===== src/design/sucr_params.svh =====
/*
 * Offsets, reset values, field positions and timing counts for the
 * sensor user configuration register bank.
 * Assumes inclusion by bare name from the package and design modules.
 */
`ifndef SUCR_PARAMS_SVH
`define SUCR_PARAMS_SVH

// ----------------------------------------
// Register byte addresses
// ----------------------------------------
`define SUCR_OFS_RESHTR 8'h00
`define SUCR_OFS_AUXV 8'h04
`define SUCR_OFS_HTRPWR 8'h08
`define SUCR_OFS_IRQ_STAT 8'h0c
`define SUCR_OFS_IRQ_CLR 8'h10
`define SUCR_OFS_IRQ_EN 8'h14
`define SUCR_OFS_STATUS 8'h18

// ----------------------------------------
// Reset values
// ----------------------------------------
`define SUCR_RST_RESHTR 8'h3a
`define SUCR_RST_AUXV 8'h08
`define SUCR_RST_HTRPWR 8'h00

// ----------------------------------------
// Field positions
// ----------------------------------------
`define SUCR_B_RES_HI 7
`define SUCR_B_SUPPLY_LOW 6
`define SUCR_B_HEATER_ON 2
`define SUCR_B_RES_LO 0
`define SUCR_B_MODE_HI 6
`define SUCR_B_MODE_LO 5
`define SUCR_B_CONV_SPEED 4
`define SUCR_B_IN_BUF 2
`define SUCR_B_REF_SEL 1
`define SUCR_B_PIN_LVL 0
`define SUCR_HTR_LVL_HI 3

// Writable mask of the first register: bit 6 is read-only
`define SUCR_MASK_RESHTR 8'hbf

// Interrupt bits
`define SUCR_IRQ_SUPPLY_LOW 0
`define SUCR_IRQ_CONV_DONE 1
`define SUCR_IRQ_W 2

// ----------------------------------------
// Timing
// ----------------------------------------
`define SUCR_CLK_HZ 50000000
`define SUCR_CONV_SLOW_US 7000
`define SUCR_CONV_FAST_US 3100
`define SUCR_CONV_SLOW_CYC ((`SUCR_CONV_SLOW_US * (`SUCR_CLK_HZ / 1000000)))
`define SUCR_CONV_FAST_CYC ((`SUCR_CONV_FAST_US * (`SUCR_CLK_HZ / 1000000)))

`endif


===== src/design/sucr_pkg.sv =====
/*
 * Types shared by the register bank and its conversion timer.
 * Assumes sucr_params.svh is on the include path.
 */
package sucr_pkg;
	`include "sucr_params.svh"

	typedef enum logic [1:0] {
		SUCR_MODE_HOLD_RAW,
		SUCR_MODE_HOLD_CORR,
		SUCR_MODE_NOHOLD_RAW,
		SUCR_MODE_NOHOLD_CORR
	} sucr_mode_t;

	typedef enum logic [1:0] {
		SUCR_RES_12_14,
		SUCR_RES_8_12,
		SUCR_RES_10_13,
		SUCR_RES_11_11
	} sucr_res_t;

	// True for modes 10 and 11
	function automatic logic sucr_is_nohold(input sucr_mode_t m);
		return m[1];
	endfunction

	// True for modes 01 and 11
	function automatic logic sucr_is_corr(input sucr_mode_t m);
		return m[0];
	endfunction
endpackage


===== src/design/sucr_conv_if.sv =====
/*
 * Handshake between the register bank and its conversion timer.
 * Assumes both ends share CLK_SYS.
 */
`timescale 1ns/1ns
interface sucr_conv_if;
	logic start;
	logic fast;
	logic busy;
	logic done;

	modport bank (output start, output fast, input busy, input done);
	modport timer (input start, input fast, output busy, output done);
endinterface


===== src/design/sucr_conv_timer.sv =====
/*
 * Auxiliary converter timer: holds busy for the conversion time chosen
 * by the speed bit, then pulses done.
 * Assumes a synchronous active-high reset on the shared clock.
 */
`timescale 1ns/1ns
`include "sucr_params.svh"

module sucr_conv_timer
	import sucr_pkg::*;
#(
	parameter int unsigned SLOW_CYC = `SUCR_CONV_SLOW_CYC,
	parameter int unsigned FAST_CYC = `SUCR_CONV_FAST_CYC
) (
	input wire logic clk,
	input wire logic rst,
	sucr_conv_if.timer conv
);
	logic [31:0] cnt_q;
	logic busy_q;
	logic done_q;

	always_ff @(posedge clk) begin
		if (rst) begin
			cnt_q <= 32'h0;
			busy_q <= 1'b0;
		end else if (!busy_q && conv.start) begin
			cnt_q <= conv.fast ? FAST_CYC - 32'h1 : SLOW_CYC - 32'h1;
			busy_q <= 1'b1;
		end else if (busy_q && cnt_q == 32'h0) begin
			busy_q <= 1'b0;
		end else if (busy_q) begin
			cnt_q <= cnt_q - 32'h1;
		end
	end

	always_ff @(posedge clk) begin
		if (rst) begin
			done_q <= 1'b0;
		end else begin
			done_q <= busy_q && cnt_q == 32'h0;
		end
	end

	assign conv.busy = busy_q;
	assign conv.done = done_q;
endmodule


===== src/design/sucr_regs.sv =====
/*
 * User configuration register bank of a humidity and temperature sensor,
 * reached over AHB-Lite, with interrupt status and a converter timer.
 * Assumes a single AHB-Lite master, word-only transfers, and that the
 * supply-low and address-strap levels arrive asynchronously from pins.
 */
`timescale 1ns/1ns
`include "sucr_params.svh"

module sucr_regs
	import sucr_pkg::*;
#(
	parameter int unsigned SLOW_CYC = `SUCR_CONV_SLOW_CYC,
	parameter int unsigned FAST_CYC = `SUCR_CONV_FAST_CYC
) (
	// Clock and reset
	input wire logic CLK_SYS,
	input wire logic SYS_RST,
	// AHB-Lite slave
	input wire logic HSEL,
	input wire logic [7:0] HADDR,
	input wire logic [1:0] HTRANS,
	input wire logic HWRITE,
	input wire logic [2:0] HSIZE,
	input wire logic [31:0] HWDATA,
	input wire logic HREADY,
	output logic [31:0] HRDATA,
	output logic HREADYOUT,
	output logic HRESP,
	// Sensor side inputs
	input wire logic SUPPLY_LOW_IN,
	input wire logic ADDR_STRAP_IN,
	input wire logic MEAS_REQ,
	input wire logic MEAS_NOHOLD_CMD,
	// Configuration outputs
	output logic [1:0] RESOLUTION_SEL,
	output logic HEATER_ON,
	output logic [3:0] HEATER_LEVEL,
	output logic HEATER_DRIVE_EN,
	output logic [1:0] VOLT_MEAS_MODE,
	output logic THERM_CORR_EN,
	output logic MEAS_NOHOLD,
	output logic ADC_CONV_SPEED,
	output logic AUX_INPUT_BUFFER_EN,
	output logic ADC_REF_SELECT,
	output logic AUX_PIN_LEVEL,
	output logic AUX_PIN_OE,
	output logic ADDR_LSB_SELECT,
	output logic CONV_BUSY,
	// Interrupt
	output logic IRQ
);
	// ----------------------------------------
	// Input synchronisers
	// ----------------------------------------
	logic sl_meta_q, sl_sync_q, sl_prev_q;
	logic st_meta_q, st_sync_q;
	logic strap_taken_q;

	always_ff @(posedge CLK_SYS) begin
		if (SYS_RST) begin
			sl_meta_q <= 1'b0;
			sl_sync_q <= 1'b0;
			sl_prev_q <= 1'b0;
		end else begin
			sl_meta_q <= SUPPLY_LOW_IN;
			sl_sync_q <= sl_meta_q;
			sl_prev_q <= sl_sync_q;
		end
	end

	// Strap flops run through reset so the capture after release sees the pin
	always_ff @(posedge CLK_SYS) begin
		st_meta_q <= ADDR_STRAP_IN;
		st_sync_q <= st_meta_q;
	end

	// ----------------------------------------
	// Address strap capture
	// ----------------------------------------
	// strap read once, in the first cycle after each reset release
	logic strap_q;
	always_ff @(posedge CLK_SYS) begin
		if (SYS_RST) begin
			strap_taken_q <= 1'b0;
			strap_q <= 1'b0;
		end else if (!strap_taken_q) begin
			strap_taken_q <= 1'b1;
			strap_q <= st_sync_q;
		end
	end

	// ----------------------------------------
	// AHB-Lite address phase
	// ----------------------------------------
	logic ap_wr_q, ap_rd_q;
	logic [7:0] ap_addr_q;
	logic ap_valid;

	assign ap_valid = HSEL && HREADY && HTRANS[1];

	always_ff @(posedge CLK_SYS) begin
		if (SYS_RST) begin
			ap_wr_q <= 1'b0;
			ap_rd_q <= 1'b0;
			ap_addr_q <= 8'h00;
		end else begin
			ap_wr_q <= ap_valid && HWRITE;
			ap_rd_q <= ap_valid && !HWRITE;
			if (ap_valid) begin
				ap_addr_q <= HADDR;
			end
		end
	end

	function automatic logic hit(input logic [7:0] a, input logic [7:0] ofs);
		return a[7:2] == ofs[7:2];
	endfunction

	logic wr_reshtr, wr_auxv, wr_htrpwr, wr_iclr, wr_ien;
	assign wr_reshtr = ap_wr_q && hit(ap_addr_q, `SUCR_OFS_RESHTR);
	assign wr_auxv = ap_wr_q && hit(ap_addr_q, `SUCR_OFS_AUXV);
	assign wr_htrpwr = ap_wr_q && hit(ap_addr_q, `SUCR_OFS_HTRPWR);
	assign wr_iclr = ap_wr_q && hit(ap_addr_q, `SUCR_OFS_IRQ_CLR);
	assign wr_ien = ap_wr_q && hit(ap_addr_q, `SUCR_OFS_IRQ_EN);

	// ----------------------------------------
	// Configuration registers
	// ----------------------------------------
	logic [7:0] reshtr_q, auxv_q, htrpwr_q;

	always_ff @(posedge CLK_SYS) begin
		if (SYS_RST) begin
			reshtr_q <= `SUCR_RST_RESHTR;
		end else if (wr_reshtr) begin
			reshtr_q <= HWDATA[7:0] & `SUCR_MASK_RESHTR;
		end
	end

	always_ff @(posedge CLK_SYS) begin
		if (SYS_RST) begin
			auxv_q <= `SUCR_RST_AUXV;
		end else if (wr_auxv) begin
			auxv_q <= HWDATA[7:0];
		end
	end

	always_ff @(posedge CLK_SYS) begin
		if (SYS_RST) begin
			htrpwr_q <= `SUCR_RST_HTRPWR;
		end else if (wr_htrpwr) begin
			htrpwr_q <= HWDATA[7:0];
		end
	end

	// ----------------------------------------
	// Decoded controls
	// ----------------------------------------
	sucr_mode_t mode;
	assign mode = sucr_mode_t'(auxv_q[`SUCR_B_MODE_HI:`SUCR_B_MODE_LO]);

	// resolution from bits 7 and 0
	assign RESOLUTION_SEL = {reshtr_q[`SUCR_B_RES_HI], reshtr_q[`SUCR_B_RES_LO]};
	assign HEATER_ON = reshtr_q[`SUCR_B_HEATER_ON];
	assign HEATER_LEVEL = htrpwr_q[`SUCR_HTR_LVL_HI:0];
	assign HEATER_DRIVE_EN = reshtr_q[`SUCR_B_HEATER_ON];
	assign VOLT_MEAS_MODE = mode;
	assign THERM_CORR_EN = sucr_is_corr(mode);
	assign MEAS_NOHOLD = sucr_is_nohold(mode) || MEAS_NOHOLD_CMD;
	assign ADC_CONV_SPEED = auxv_q[`SUCR_B_CONV_SPEED];
	assign AUX_INPUT_BUFFER_EN = auxv_q[`SUCR_B_IN_BUF];
	assign ADC_REF_SELECT = auxv_q[`SUCR_B_REF_SEL];
	// pin level, driven once strap taken
	assign AUX_PIN_LEVEL = auxv_q[`SUCR_B_PIN_LVL];
	assign AUX_PIN_OE = strap_taken_q;
	assign ADDR_LSB_SELECT = strap_q;

	// ----------------------------------------
	// Conversion timer
	// ----------------------------------------
	sucr_conv_if conv ();
	assign conv.start = MEAS_REQ;
	assign conv.fast = auxv_q[`SUCR_B_CONV_SPEED];
	assign CONV_BUSY = conv.busy;

	sucr_conv_timer #(
		.SLOW_CYC(SLOW_CYC),
		.FAST_CYC(FAST_CYC)
	) u_timer (
		.clk(CLK_SYS),
		.rst(SYS_RST),
		.conv(conv)
	);

	// ----------------------------------------
	// Interrupts
	// ----------------------------------------
	logic [`SUCR_IRQ_W-1:0] istat_q, ien_q, iev;

	// flag rises on 0-to-1 supply transition
	assign iev = {conv.done, sl_sync_q && !sl_prev_q};

	// Set wins over a clear in the same cycle
	always_ff @(posedge CLK_SYS) begin
		if (SYS_RST) begin
			istat_q <= '0;
		end else begin
			istat_q <= (istat_q & ~(wr_iclr ? HWDATA[`SUCR_IRQ_W-1:0] : '0)) | iev;
		end
	end

	always_ff @(posedge CLK_SYS) begin
		if (SYS_RST) begin
			ien_q <= '0;
		end else if (wr_ien) begin
			ien_q <= HWDATA[`SUCR_IRQ_W-1:0];
		end
	end

	assign IRQ = |(istat_q & ien_q);

	// ----------------------------------------
	// Read data
	// ----------------------------------------
	logic [7:0] rd_d;
	logic [31:0] rdata_q;

	always_comb begin
		rd_d = 8'h00;
		if (hit(HADDR, `SUCR_OFS_RESHTR)) begin
			rd_d = reshtr_q | ({7'h00, sl_sync_q} << `SUCR_B_SUPPLY_LOW);
		end else if (hit(HADDR, `SUCR_OFS_AUXV)) begin
			rd_d = auxv_q;
		end else if (hit(HADDR, `SUCR_OFS_HTRPWR)) begin
			rd_d = htrpwr_q;
		end else if (hit(HADDR, `SUCR_OFS_IRQ_STAT)) begin
			rd_d = {6'h00, istat_q};
		end else if (hit(HADDR, `SUCR_OFS_IRQ_EN)) begin
			rd_d = {6'h00, ien_q};
		end else if (hit(HADDR, `SUCR_OFS_STATUS)) begin
			rd_d = {6'h00, strap_q, conv.busy};
		end
	end

	always_ff @(posedge CLK_SYS) begin
		if (SYS_RST) begin
			rdata_q <= 32'h0;
		end else if (ap_valid && !HWRITE) begin
			rdata_q <= {24'h0, rd_d};
		end
	end

	assign HRDATA = rdata_q;
	assign HREADYOUT = 1'b1;
	assign HRESP = 1'b0;

	// ----------------------------------------
	// Checks
	// ----------------------------------------
	reset_value_a: assert property (@(posedge CLK_SYS)
		$fell(SYS_RST) |-> reshtr_q == `SUCR_RST_RESHTR && htrpwr_q == 8'h00)
		else $error("first or third register reset value wrong");
	aux_reset_a: assert property (@(posedge CLK_SYS)
		$fell(SYS_RST) |-> auxv_q[7:1] == 7'h04)
		else $error("second register reset value wrong");
	flag_readonly_a: assert property (@(posedge CLK_SYS) disable iff (SYS_RST)
		wr_reshtr |=> reshtr_q[`SUCR_B_SUPPLY_LOW] == 1'b0)
		else $error("supply flag bit stored by a write");
	res_map_a: assert property (@(posedge CLK_SYS) disable iff (SYS_RST)
		ap_wr_q && hit(ap_addr_q, `SUCR_OFS_RESHTR)
		|=> RESOLUTION_SEL == {$past(HWDATA[7]), $past(HWDATA[0])})
		else $error("resolution field not taken from bits 7 and 0");
	nohold_mode_a: assert property (@(posedge CLK_SYS) disable iff (SYS_RST)
		mode[1] |-> MEAS_NOHOLD)
		else $error("no-hold mode did not force no-hold");
	corr_mode_a: assert property (@(posedge CLK_SYS) disable iff (SYS_RST)
		wr_auxv |=> THERM_CORR_EN == $past(HWDATA[`SUCR_B_MODE_LO]))
		else $error("thermistor correction mismatched to mode");
	heater_gate_a: assert property (@(posedge CLK_SYS) disable iff (SYS_RST)
		wr_reshtr && !HWDATA[`SUCR_B_HEATER_ON] |=> !HEATER_DRIVE_EN)
		else $error("heater drive active while disabled");
	supply_irq_a: assert property (@(posedge CLK_SYS) disable iff (SYS_RST)
		sl_sync_q && !sl_prev_q |=> istat_q[`SUCR_IRQ_SUPPLY_LOW])
		else $error("supply-low event not latched");
	conv_len_a: assert property (@(posedge CLK_SYS) disable iff (SYS_RST)
		conv.start && !conv.busy |=> conv.busy [*2])
		else $error("conversion ended too soon");
	pin_level_a: assert property (@(posedge CLK_SYS) disable iff (SYS_RST)
		wr_auxv |=> AUX_PIN_LEVEL == $past(HWDATA[0]))
		else $error("pin level not following register bit");
	// Write-driven checks compare against the bus data, not the decode
	heater_switch_a: assert property (@(posedge CLK_SYS) disable iff (SYS_RST)
		wr_reshtr |=> HEATER_ON == $past(HWDATA[`SUCR_B_HEATER_ON]))
		else $error("heater switch not following register bit");
	heater_level_a: assert property (@(posedge CLK_SYS) disable iff (SYS_RST)
		wr_htrpwr |=> HEATER_LEVEL == $past(HWDATA[3:0]))
		else $error("heater level not following register field");
	level_reset_a: assert property (@(posedge CLK_SYS)
		$fell(SYS_RST) |-> HEATER_LEVEL == 4'h0 && !HEATER_DRIVE_EN)
		else $error("heater level or drive not cleared by reset");
	mode_field_a: assert property (@(posedge CLK_SYS) disable iff (SYS_RST)
		wr_auxv |=> VOLT_MEAS_MODE == $past(HWDATA[`SUCR_B_MODE_HI:`SUCR_B_MODE_LO]))
		else $error("measurement mode not following register field");
	hold_mode_a: assert property (@(posedge CLK_SYS) disable iff (SYS_RST)
		!VOLT_MEAS_MODE[1] && !MEAS_NOHOLD_CMD |-> !MEAS_NOHOLD)
		else $error("hold mode reported no-hold");
	raw_mode_a: assert property (@(posedge CLK_SYS) disable iff (SYS_RST)
		!VOLT_MEAS_MODE[0] |-> !THERM_CORR_EN)
		else $error("raw mode applied thermistor correction");
	corr_nohold_a: assert property (@(posedge CLK_SYS) disable iff (SYS_RST)
		VOLT_MEAS_MODE == 2'b11 |-> THERM_CORR_EN && MEAS_NOHOLD)
		else $error("mode 11 lacks correction or no-hold");
	speed_bit_a: assert property (@(posedge CLK_SYS) disable iff (SYS_RST)
		wr_auxv |=> ADC_CONV_SPEED == $past(HWDATA[`SUCR_B_CONV_SPEED]))
		else $error("converter speed not following register bit");
	conv_done_a: assert property (@(posedge CLK_SYS) disable iff (SYS_RST)
		$fell(conv.busy) |-> conv.done)
		else $error("conversion end not flagged");
	buffer_sel_a: assert property (@(posedge CLK_SYS) disable iff (SYS_RST)
		wr_auxv |=> AUX_INPUT_BUFFER_EN == $past(HWDATA[`SUCR_B_IN_BUF]))
		else $error("input buffer select not following register bit");
	ref_sel_a: assert property (@(posedge CLK_SYS) disable iff (SYS_RST)
		wr_auxv |=> ADC_REF_SELECT == $past(HWDATA[`SUCR_B_REF_SEL]))
		else $error("reference select not following register bit");
	supply_read_a: assert property (@(posedge CLK_SYS) disable iff (SYS_RST)
		ap_valid && !HWRITE && hit(HADDR, `SUCR_OFS_RESHTR)
		|=> HRDATA[`SUCR_B_SUPPLY_LOW] == $past(sl_sync_q))
		else $error("supply flag read back wrong");
	irq_clear_a: assert property (@(posedge CLK_SYS) disable iff (SYS_RST)
		wr_iclr && HWDATA[`SUCR_IRQ_SUPPLY_LOW] && !iev[`SUCR_IRQ_SUPPLY_LOW]
		|=> !istat_q[`SUCR_IRQ_SUPPLY_LOW])
		else $error("supply-low status not cleared");
	pin_drive_a: assert property (@(posedge CLK_SYS)
		$fell(SYS_RST) |-> !AUX_PIN_OE ##1 AUX_PIN_OE)
		else $error("pin driven before strap capture or not after");
endmodule


===== config.mk =====
export PLATFORM = sky130hd
export DESIGN_NAME = sucr_regs
export DESIGN_NICKNAME = d
export VERILOG_FILES = /design/src/design/sucr_pkg.sv /design/src/design/sucr_conv_if.sv /design/src/design/sucr_conv_timer.sv /design/src/design/sucr_regs.sv
export VERILOG_INCLUDE_DIRS = /design/src /design/src/design
export SDC_FILE = /design/constraint.sdc
export NUM_CORES = 1
export LEC_CHECK = 0
export ABC_AREA = 1
export BUFFER_PORTS_ARGS = -buffer_cell sky130_fd_sc_hd__buf_2
export CAP_MARGIN = 20
export CORE_MARGIN = 5
export CORE_UTILIZATION = 30
export DETAILED_ROUTE_END_ITERATION = 10
export PLACE_DENSITY_LB_ADDON = 0.2
export SYNTH_ARGS = -nofsm -noshare
export SYNTH_HDL_FRONTEND = slang
export SYNTH_SLANG_ARGS = --single-unit

===== constraint.sdc =====
create_clock -name CLK_SYS -period 3.7 [get_ports CLK_SYS]
set_input_delay 0.74 -clock CLK_SYS [delete_from_list [all_inputs] [get_ports CLK_SYS]]
set_output_delay 0.74 -clock CLK_SYS [all_outputs]
set_load 0.1 [all_outputs]

==> summary.txt <==
Yosys
  – Post-synthesis sequential area ratio: 37.9%
  – Flop and latch count out of synthesis: 83
  – Unique masters post-synth: 35
  – Post-synth top cells: 123 x nand2_1, 92 x nor2_1, 83 x dfxtp_1
  – Largest area contributor in the netlist: dfxtp_1
  – Asr flop ratio synth: 0%
  – Yosys warnings: 0
  – Syn Inst Count: 651
  – Top_reg_cell synth: dfxtp_1
  – Post-Syn Area: 4390 um^2
  – Syn Area/Cell: 6.74 um^2
  – Post-synth EDFFs: 0
  – Top-count cell post-synth: nand2_1
  – Area share of the largest cell type after synthesis: 37.9%
  – Ranking of synthesized cells by area: dfxtp_1 38%, nand2_1 11%, nor2_1 7.9%

Critical path
  – Buf/Inv on CP: 2
  – Setup CP Type: input pin to primary output
  – Reg-to-reg startpoint: u_timer.cnt_q[0]$_SDFFE_PP0P_
  – Crit start category: input pin
  – CP peak stage delay: 0.29 ns
  – CP required: 2.96 ns
  – Critical path peak fanout: 1
  – Critical-path top delay cell: buf_2
  – Crit-path cells: buf_2, or2_2, buf_2
  – R2R Setup Slk: 1.65 ns
  – Crit. End Element: primary output
  – Reg-to-reg endpoint: u_timer.cnt_q[30]$_SDFFE_PP0P_
  – Critical Path AT: 1.38 ns
  – CP top delay family: buffers and inverters
  – CP dominant cell by count: buf_2
  – R2R depth: 13

Floorplanning
  – Row cnt: 44
  – Die area: 17100 um^2
  – Overall die height: 131 um
  – Placeable Area: 14400 um^2
  – Initial Util: 30.4%
  – # IOs: 108
  – Width of the die: 131 um

Route
  – Iter 0 DRT Violations: 283
  – Drt wl/cell: 13.7 um
  – Antenna-violating nets left: 0
  – DRT Pass-1 Iters: 4
  – Vias: 4170
  – DRT Wirelength: 12000 um
  – # DRC: 0
  – Vias per Instance: 4.74

Pwr
  – Pwr dens: 524 nW/um^2
  – Post-layout power: 2610 uW
  – Leakage: 0.00222 uW
  – Maximum vdd drop: 0.234 mV

Clock network
  – Maximum clock path buffer count: 2
  – Post-CTS Setup Bufs: 0
  – Post-CTS Hold Fix Bufs: 0
  – Worst-skew pair later-pin latency: 0.34 ns
  – Cts repair resizes: 0
  – CTS Root Cell: clkbuf_16
  – Reg clk slew, reported paths: 0.06 ns
  – CTS H-tree lvls: 3
  – Clock sinks: 83
  – CTS tree: built
  – CTS Buf Count: 9

Finish
  – N_diodes: 0
  – Nets: 746
  – Fin util: 34.6%
  – Layout cells sized above 1: 12.9%
  – Synth-to-Final Area Change: 13.7%

Global routing
  – GR Overflow Total: 0
  – Largest net degree at the start of global routing: 40
  – Vias in the first global route: 3966
  – Global-route wire length before repair: 19600 um
  – Initial antenna violation count: 0
  – Global Route Usage Sum: 14.5%

Timing
  – Worst-margin pin slew: 0.721 ns
  – Worst slew margin: 51.8%
  – Fmax: 0.472 GHz
  – Fin. Hold Viols: 0
  – Tcrit/Tclk final: 57.2%
  – Final setup fails: 0
  – Final Worst Setup Slack: 1.58 ns
  – Unrepaired setup endpoints after global routing: no
  – Final setup skew: 0.00816 ns
  – Minimum clock period: 2.12 ns
  – Slew Limit Fails: 0
  – Final setup TNS: 0 ns

Placement
  – Input/output buffers: 51
  – DP Worst Slack: 1.31 ns
  – GPL Wtd Cong: 0.890
  – Hpwl dp: 8830 um

Min path
  – WHS Path Cells: 0
  – Hold endpoint: st_sync_q$_DFF_P_
  – Min-delay worst type: flop to flop
  – Hold Path Origin: st_meta_q$_DFF_P_

Status
  – Outcome: completed

Run
  – Max Cap Viol: 0
registers in the layout, indices dropped and copies added (netlist names):
register,flops
sl_sync_q,1
sl_meta_q,1
istat_q,2
u_timer.conv.done,1
HRDATA,8
st_meta_q,1
htrpwr_q,8
ap_addr_q,6
ap_wr_q,1
reshtr_q,7
u_timer.cnt_q,32
u_timer.conv.busy,1
auxv_q,8
ADDR_LSB_SELECT,1
st_sync_q,1
sl_prev_q,1
ien_q,2
AUX_PIN_OE,1
power breakdown:
group	switching (uW)	internal, uW
Clock	376	614
Sequential	45.6	935
Combinational	486	156
through the flow:
stage / cells / cell area (um^2) / hold WS, ns
after floorplan: 675 / 4480 / 0.310
after global placement: 864 / 4660 / 0.313
after detailed placement: 864 / 4660 / 0.323
after CTS: 880 / 4990 / 0.337
after global routing: 880 / 4990 / 0.352
final: 880 / 4990 / 0.332
per-layer routing:
metal | global-route usage [%] | part of all wire (%) | vias to the layer above
met5 | 0 | 0 | -
met4 | 5.99 | 2.5 | 0
li1 | - | - | 2140
met3 | 2.85 | 4.2 | 23
met1 | 19.4 | 47 | 1916
met2 | 22.7 | 47 | 91
cells in the final DEF (no fill, tap or decap), types with 2 or more instances in the layout:
master | netlist | routed
o21bai_1 | 3 | 3
dfxtp_1 | 83 | 83
nand4_1 | 22 | 22
xor2_1 | 3 | 3
clkinv_4 | 0 | 3
o2111ai_1 | 2 | 2
o22ai_1 | 6 | 6
nor2_1 | 92 | 92
nand3_1 | 28 | 28
nor2_4 | 2 | 2
nand2_2 | 3 | 3
nor4_1 | 2 | 2
nand3b_1 | 2 | 2
nor3_1 | 6 | 6
clkbuf_16 | 0 | 9
o21ai_0 | 55 | 55
nor2_2 | 4 | 4
bufinv_16 | 0 | 2
nand2_1 | 123 | 123
or2_2 | 3 | 3
a21oi_2 | 3 | 3
conb_1 | 2 | 26
a31oi_1 | 2 | 2
inv_1 | 75 | 75
buf_2 | 3 | 51
a21oi_1 | 65 | 65
xnor2_1 | 5 | 5
o211ai_1 | 3 | 3
buf_4 | 35 | 6
worst max path at each step:
stage / startpoint / to / slack (ns) / cells past startpoint
5_1_grt: u_timer.cnt_q[0]$_SDFFE_PP0P_ / u_timer.cnt_q[30]$_SDFFE_PP0P_ / 1.41 / 13
6_report: MEAS_NOHOLD_CMD / MEAS_NOHOLD / 1.58 / 3
2_1_floorplan: ien_q[0]$_SDFFE_PP0P_ / IRQ / 1.13 / 2
3_5_place_dp: HADDR[7] / HRDATA[1]$_SDFFE_PP0P_ / 1.31 / 8
3_3_place_gp: HADDR[7] / HRDATA[0]$_SDFFE_PP0P_ / 1.33 / 8
4_1_cts: ien_q[1]$_SDFFE_PP0P_ / IRQ / 1.57 / 3
area by class of cell:
cell class,count,area (um^2)
multi-input combinational,463,2170
inverter,77,294
fill,1577,9430
sequential,83,1660
clock buffer,11,243
tap,184,230
clock inverter,5,86.3
timing repair buffer,57,300
cells by family (layout without fill, tap and decap cells):
family	after synthesis	after routing	synth area share [%]
flops	83	83	37.9
fa+ha+maj	1	1	0.285
compound gates	140	140	17.2
other cells	2	26	0.171
buf+inv	129	150	14.7
xor+xnor	8	8	1.60
simple gates	288	288	28.2
No activity file was read; power rests on OpenSTA's default activity.
